File: config.mk
export PLATFORM = sky130hd
export DESIGN_NAME = low_power_state_counter
export DESIGN_NICKNAME = d
export VERILOG_FILES = /design/src/state_counter_pkg.sv /design/src/low_power_state_counter.sv
export SDC_FILE = /design/constraint.sdc
export NUM_CORES = 1
export LEC_CHECK = 0
export ABC_AREA = 1
export CAP_MARGIN = 30
export CORE_AREA = 2 2 39 41
export CTS_BUF_LIST = sky130_fd_sc_hd__clkbuf_16
export DETAILED_ROUTE_END_ITERATION = 8
export DIE_AREA = 0 0 41 43
export DONT_BUFFER_PORTS = 1
export SYNTH_ARGS = -nofsm -noshare
export SYNTH_HDL_FRONTEND = slang
export SYNTH_SLANG_ARGS = --single-unit
File: constraint.sdc
create_clock -name clk -period 1.2 [get_ports clk]
set_input_delay 0.24 -clock clk [delete_from_list [all_inputs] [get_ports clk]]
set_output_delay 0.24 -clock clk [all_outputs]
set_load 0.05 [all_outputs]
File: src/state_counter_pkg.sv
/*
 * Constants for the eight-state low power state counter: coding styles,
 * state codes per coding and reset values.
 * Assumes nothing of its surroundings.
 */
package state_counter_pkg;

    ////////////////////////////////////////////////////////////////////////////////
    // Coding styles
    typedef enum logic [1:0]
    {
        CODE_ONE_HOT,
        CODE_GRAY,
        CODE_BINARY,
        CODE_LFSR
    } coding_t;

    localparam int NUM_STATES  = 8;
    localparam int CODE_BITS   = 3;
    localparam int HOT_BITS    = 8;

    ////////////////////////////////////////////////////////////////////////////////
    // State codes S0..S7 per coding (index 0 = S0)
    localparam logic [CODE_BITS-1:0] GRAY_SEQ [NUM_STATES] =
        '{3'h0, 3'h1, 3'h3, 3'h2, 3'h6, 3'h7, 3'h5, 3'h4};
    localparam logic [CODE_BITS-1:0] BIN_SEQ [NUM_STATES] =
        '{3'h0, 3'h1, 3'h2, 3'h3, 3'h4, 3'h5, 3'h6, 3'h7};
    localparam logic [CODE_BITS-1:0] LFSR_SEQ [NUM_STATES] =
        '{3'h7, 3'h6, 3'h4, 3'h0, 3'h1, 3'h2, 3'h5, 3'h3};

    // Reset value of the one-hot register (S0)
    localparam logic [HOT_BITS-1:0] HOT_RESET = 8'h01;

endpackage : state_counter_pkg

File: src/low_power_state_counter.sv
/*
 * Eight-state counter with build-time choice of state coding (one-hot,
 * Gray, binary, shift register) and one-hot Moore output decoding.
 * The one-hot ring and the three-bit code register are both present;
 * only the one picked by CODING moves, the other stays parked at S0.
 * Moore outputs are decoded from the ring and registered, so every
 * output port comes straight from a flip-flop.
 * Assumes one clock, inputs synchronous to it, synchronous active-low reset.
 * Assumes countEn is a plain level; no edge detection is done on it.
 * Assumes the integrator picks the coding: one-hot for sparse outputs,
 * Gray for plain counters and address counters.
 * Assumes OUT_MASK gives each output at least one active state.
 */
// How it works
// - Gray follows 000,001,011,010,110,111,101,100; binary counts 000 to 111.
// - Shift-register coding follows 111,110,100,000,001,010,101,011 then wraps.
// - Gray changes one bit per clock, eight per cycle, three flip-flops.
// - One-hot uses eight flip-flops, one set, moving one place per state.
// - Each Moore output is the OR of hot bits of states where it is active.
// - A one-hot transition changes only the cleared and the set flip-flop.
`timescale 1ns/100ps

module low_power_state_counter
    import state_counter_pkg::*;
#(
    parameter coding_t             CODING   = CODE_GRAY,
    parameter int                  NUM_OUTS = 4,
    // Per output, the set of states in which it is active
    parameter logic [HOT_BITS-1:0] OUT_MASK [NUM_OUTS] = '{8'h01, 8'h0C, 8'h30, 8'h80}
)
(
    input  wire logic                  clk,
    input  wire logic                  rst_n,
    input  wire logic                  countEn,
    output logic      [HOT_BITS-1:0]   hotStateBit,
    output logic      [CODE_BITS-1:0]  stateCode,
    output logic      [NUM_OUTS-1:0]   mooreOut
);

    ////////////////////////////////////////////////////////////////////////////////
    // Elaboration checks

    // At least one Moore output
    if (NUM_OUTS < 1)
    begin : gen_chk_outs
        $error("NUM_OUTS must be at least 1");
    end

    // The one-hot ring needs one flip-flop per state
    if (HOT_BITS != NUM_STATES)
    begin : gen_chk_hot
        $error("HOT_BITS must equal NUM_STATES");
    end

    // The encoded register must hold every state code
    if ((1 << CODE_BITS) < NUM_STATES)
    begin : gen_chk_code
        $error("CODE_BITS too narrow for NUM_STATES");
    end

    // Every Moore output must be active in at least one state
    for (genvar m = 0; m < NUM_OUTS; m++)
    begin : gen_chk_mask
        if (OUT_MASK[m] == '0)
        begin : gen_chk_mask_zero
            $error("OUT_MASK entry selects no state");
        end
    end

    ////////////////////////////////////////////////////////////////////////////////
    // Functions

    // Next code in the encoded sequence; an unlisted code holds
    function automatic logic [CODE_BITS-1:0] nextCode(input logic [CODE_BITS-1:0] cur,
                                                       input coding_t              cod);
        logic [CODE_BITS-1:0] res;
        res = cur;
        for (int i = 0; i < NUM_STATES; i++)
        begin
            case (cod)
                CODE_GRAY:
                begin
                    if (GRAY_SEQ[i] == cur)
                        res = GRAY_SEQ[(i + 1) % NUM_STATES];
                end
                CODE_LFSR:
                begin
                    if (LFSR_SEQ[i] == cur)
                        res = LFSR_SEQ[(i + 1) % NUM_STATES];
                end
                default:
                begin
                    if (BIN_SEQ[i] == cur)
                        res = BIN_SEQ[(i + 1) % NUM_STATES];
                end
            endcase
        end
        return res;
    endfunction : nextCode

    // Code of state S0 for a coding; one-hot parks the code at zero
    function automatic logic [CODE_BITS-1:0] firstCode(input coding_t cod);
        logic [CODE_BITS-1:0] res;
        case (cod)
            CODE_GRAY: res = GRAY_SEQ[0];
            CODE_LFSR: res = LFSR_SEQ[0];
            default:   res = BIN_SEQ[0];
        endcase
        return res;
    endfunction : firstCode

    // One ring step: the set bit moves one place up, the top bit wraps to bit 0
    function automatic logic [HOT_BITS-1:0] rotateHot(input logic [HOT_BITS-1:0] cur);
        return {cur[HOT_BITS-2:0], cur[HOT_BITS-1]};
    endfunction : rotateHot

    // Moore decode: OR of the hot bits of the states where an output is active
    function automatic logic [NUM_OUTS-1:0] mooreDecode(input logic [HOT_BITS-1:0] hot);
        logic [NUM_OUTS-1:0] res;
        res = '0;
        for (int k = 0; k < NUM_OUTS; k++)
        begin
            res[k] = |(hot & OUT_MASK[k]);
        end
        return res;
    endfunction : mooreDecode

    ////////////////////////////////////////////////////////////////////////////////
    // State and output registers

    logic [HOT_BITS-1:0]  hot_q;
    logic [CODE_BITS-1:0] code_q;
    logic [NUM_OUTS-1:0]  out_q;
    logic [HOT_BITS-1:0]  hot_d;
    logic [CODE_BITS-1:0] code_d;
    logic [NUM_OUTS-1:0]  out_d;

    ////////////////////////////////////////////////////////////////////////////////
    // Next-state logic

    // Ring moves only in one-hot coding and only while enabled
    always_comb
    begin
        hot_d = hot_q;
        if ((CODING == CODE_ONE_HOT) && countEn)
        begin
            hot_d = rotateHot(hot_q);
        end
    end

    // Code register steps in the encoded codings only, while enabled
    always_comb
    begin
        code_d = code_q;
        if ((CODING != CODE_ONE_HOT) && countEn)
        begin
            code_d = nextCode(code_q, CODING);
        end
    end

    // Outputs decoded from the next ring value, so they line up with hot_q
    always_comb
    begin
        out_d = mooreDecode(hot_d);
    end

    ////////////////////////////////////////////////////////////////////////////////
    // Registers

    // One-hot ring; stays at S0 in the encoded codings
    always_ff @(posedge clk)
    begin
        if (!rst_n)
        begin
            hot_q <= HOT_RESET;
        end
        else
        begin
            hot_q <= hot_d;
        end
    end

    // Encoded three-bit state; S0 of the chosen coding after reset
    always_ff @(posedge clk)
    begin
        if (!rst_n)
        begin
            code_q <= firstCode(CODING);
        end
        else
        begin
            code_q <= code_d;
        end
    end

    // Moore output flops; reset value is the decode of the S0 ring
    always_ff @(posedge clk)
    begin
        if (!rst_n)
        begin
            out_q <= mooreDecode(HOT_RESET);
        end
        else
        begin
            out_q <= out_d;
        end
    end

    ////////////////////////////////////////////////////////////////////////////////
    // Ports straight from the flip-flops

    assign hotStateBit = hot_q;
    assign stateCode   = code_q;
    assign mooreOut    = out_q;

endmodule : low_power_state_counter

# After elaboration in Yosys (flattened, before gate mapping)
# Cells that the tools add are included.
[classes]
eq_ne = 7
muxes = 8
n_reduce_logical = 3
[ops]
columns = ["op", "n"]
rows = [
  ["3-bit two-way mux", 8],
  ["3-bit == test, first input constant", 4],
  ["8-bit nonzero test", 1],
  ["2-bit by 3-bit == test with 1-bit output, first input constant", 2],
  ["1-bit by 3-bit == test with 1-bit output, first input constant", 1],
  ["3-bit zero test", 1],
  ["2-bit AND reduction", 1],
]
[word_totals]
regBits = 3
input_bits = 3
output_inout_bits = 15
word_cells = 19

# Depth between registers and ports, before layout
[depth]
ltp_word = 9
depth_mapped = 4
depth_no_buf = 4

# Least setup slack after synthesis
# Ideal clock, no wire load.
[synth_timing]
kind = "reg-to-reg"
start = "register code_q[1] (netlist: stateCode[1])"
end = "register code_q[0] (netlist: stateCode[0])"
arrival_time_ns = 0.966
t_required_ns = 1.130
setup_slack_ns = 0.164
stages_incl_launch_ff = 5
n_path_buf = 0
cell_sequence = "dfxtp_1 -> inv_1 -> nand2_1 -> nand2_1 -> a21oi_1"
[synth_between]
elab_chain_cells = 8
[synth_lines]
columns = ["item", "line", "source"]
rows = [
  ["start, declared", "low_power_state_counter.sv:132", "logic [CODE_BITS-1:0] code_q;"],
  ["start signal, assigned", "low_power_state_counter.sv:188", "code_q <= firstCode(CODING);"],
  ["start signal, assigned", "low_power_state_counter.sv:192", "code_q <= code_d;"],
  ["1-bit by 3-bit == test with 1-bit output", "-", ""],
  ["3-bit two-way mux (7 in a row)", "low_power_state_counter.sv:83", "if (GRAY_SEQ[i] == cur)"],
]
# Parallel ways exist; a longest one is shown, timed or not.
# A chain may end at the register's enable or synchronous reset.

# Final worst setup path
[layout_timing]
start = "register code_q[0] (netlist: stateCode[0])"
end = "output port stateCode[0]"
[layout_rtl]
columns = ["item", "line", "source"]
rows = [
  ["end, declared", "low_power_state_counter.sv:36", "output logic [CODE_BITS-1:0] stateCode,"],
]
# No word-level cell between the ends.

==> results.md <==
- Status: complete, no violations
- YS warnings: 0
- Row cnt: 14
- Initial antenna violation count: 0
- Htree depth: 1
- Layout Nets: 42
- Setup TNS Final: 0 ns
- Vias in the first global route: 149
- Initial core utilization: 0.1627
- Worst-path fanout max: 5
- DR vias/cell: 3.074
- Critical path class: flip-flop to output port
- CTS clk-pin slew, worst paths: 0.03 ns
- Cells after Synth: 33
- Synth-to-Final Area Change: 30.56%
- Crit path DAT: 0.83 ns
- Top cell type's share of synthesized area: 0.4000
- Peak supply drop: 0.3502 mV
- Number of synthesized register bits: 3
- Clock Skew: 0.0004290 ns
- FF-to-FF setup slack: 0.46 ns
- CTS resizes: 0
- First-pass detailed-route iteration total: 1
- Post-CTS Setup Bufs: 0
- Layout cell share with drive strength beyond 1: 0.1842
- Dpl ws: 0.3641 ns
- IO Pins: 18
- Most area-hungry cell type in the Yosys netlist: buf_4
- Die H: 43 microns
- Post-Syn Area: 225.2 sq um
- Slew Limit Fails: 0
- Synth cell types: 10
- Total Wirelength: 339 microns
- CP Capture Type: output port
- CP top delay family: flip-flops
- Ant diodes: 0
- Port bufs: 0
- Worst min-delay path startpoint: countEn
- Die width: 41 microns
- DR WL/cell: 6.278 microns
- Clk sink count: 3
- CTS Root Cell: clkbuf_16
- Iter 0 DRT Violations: 0
- Via count: 166
- Final ANT Viol Nets: 0
- Fin crit share: 0.8905
- Startpoint Class: flip-flop
- TritonCTS clock tree: done
- Critical R2R Launch: stateCode[1]$_SDFFE_PN0P_
- Die ar.: 1763 sq um
- Total GRT Usage: 0.05115
- WP buf/inv: 1
- R2R depth: 4
- P_leak: 0.1546 nW
- Hold Crit Class: input pin to flip-flop
- Hold Slack: 0.1182 ns
- WHS Path Cells: 1
- Most frequent cells in the layout: 12 x conb_1, 5 x nand2_1
- Final Wtd Congestion: 0.4503
- RSZ-0062 raised after global routing: no
- Leading cell type in the layout, fill and taps excluded: conb_1
- Skew-Pair Late Insertion Delay: 0.22 ns
- Final Hold Viols: 0
- # fillers: 156
- Post-synthesis sequential area ratio: 0.2667
- Grt total ovfl: 0
- TritonCTS Buffers: 3
- Core Box Area: 1384 sq um
- Pin count of the biggest net entering global routing: 7
- DRC viols: 0
- Crit-path slowest cell: dfxtp_1
- Max-Cap Viols: 0
- Required @ worst endpoint: 0.96 ns
- Post-CTS Hold Buffers: 0
- Worst path cell trace: buf_4
- Final setup viols: 0
- DPL Wire Length: 258.7 microns
- P per Cell Area: 2660 nW/um^2
- First-pass GRT wire length: 455 microns
- Avg Cell Area, Syn: 6.825 sq um
- CP peak stage delay: 0.38 ns
- Post-layout min period: 1.069 ns
- Worst Slack Setup Final: 0.1314 ns
- Ranking of synthesized cells by area: buf_4 40%, dfxtp_1 27%, nand2_1 8.3%
- Clk buf depth: 2
- Hold worst-path end: stateCode[0]$_SDFFE_PN0P_
- Reg2reg end: stateCode[0]$_SDFFE_PN0P_
- Max Freq: 935.8 MHz
layout make-up:
type,count,area [sq um],area share
flip-flops and latches,3,60.06,0.2043
inverters,3,11.26,0.03830
well taps,16,20.02,0.06809
multi-input cells,25,101.3,0.3447
clock buffers,3,75.07,0.2553
clock inverters,1,3.754,0.01277
repair buffers,3,22.52,0.07660
per-stage QoR:
step                        util  cells  area, sq um  total power [mW]
after floorplan                -     43        262.8            0.2776
after global placement    0.1555     50        215.2            0.2625
after detailed placement  0.1555     50        215.2            0.2635
after CTS                 0.2125     54        294.0            0.7942
after global routing      0.2125     54        294.0            0.8083
final                     0.2125     54        294.0            0.7820
layer usage:
layer	wire [microns]	GRT usage	up-vias
li1	-	-	86
met4	18	0.1000	0
met3	63	0.04712	2
met5	0	0	-
met2	152	0.06250	12
met1	105	0.02244	66
logic make-up after synthesis:
family | share of synthesized area
other | 0.03335
AO/OA/AOI/OAI | 0.08885
AND/OR/NAND/NOR | 0.1611
buffers and inverters | 0.4500
flip-flops | 0.2667
synthesized netlist by cell type:
| master | instances |
|---|---|
| dfxtp_1 | 3 |
| inv_2 | 1 |
| conb_1 | 2 |
| o21ai_0 | 1 |
| nor2_1 | 2 |
| nand3_1 | 2 |
| a21oi_1 | 3 |
| nand2_1 | 5 |
| inv_1 | 2 |
| buf_4 | 12 |
worst max path at each step:
stage	startpoint	end	slack, ns	depth (start not counted)
floorplan	stateCode[1]$_SDFFE_PN0P_	stateCode[0]$_SDFFE_PN0P_	0.16	4
global placement	flip-flop	stateCode[2]	0.37	1
finish	stateCode[0]$_SDFFE_PN0P_	stateCode[0]	0.13	1
CTS	flip-flop	stateCode[2]	0.13	1
global route	flip-flop	stateCode[2]	0.11	1
detailed placement	stateCode[0]$_SDFFE_PN0P_	stateCode[0]	0.36	1
power by group:
part	switching, mW	internal, mW	total, mW
Clock	0.0903	0.430	0.520
Sequential	0.00925	0.109	0.118
Combinational	0.124	0.0200	0.144
Note: power is estimated with default switching activity, not from simulation.
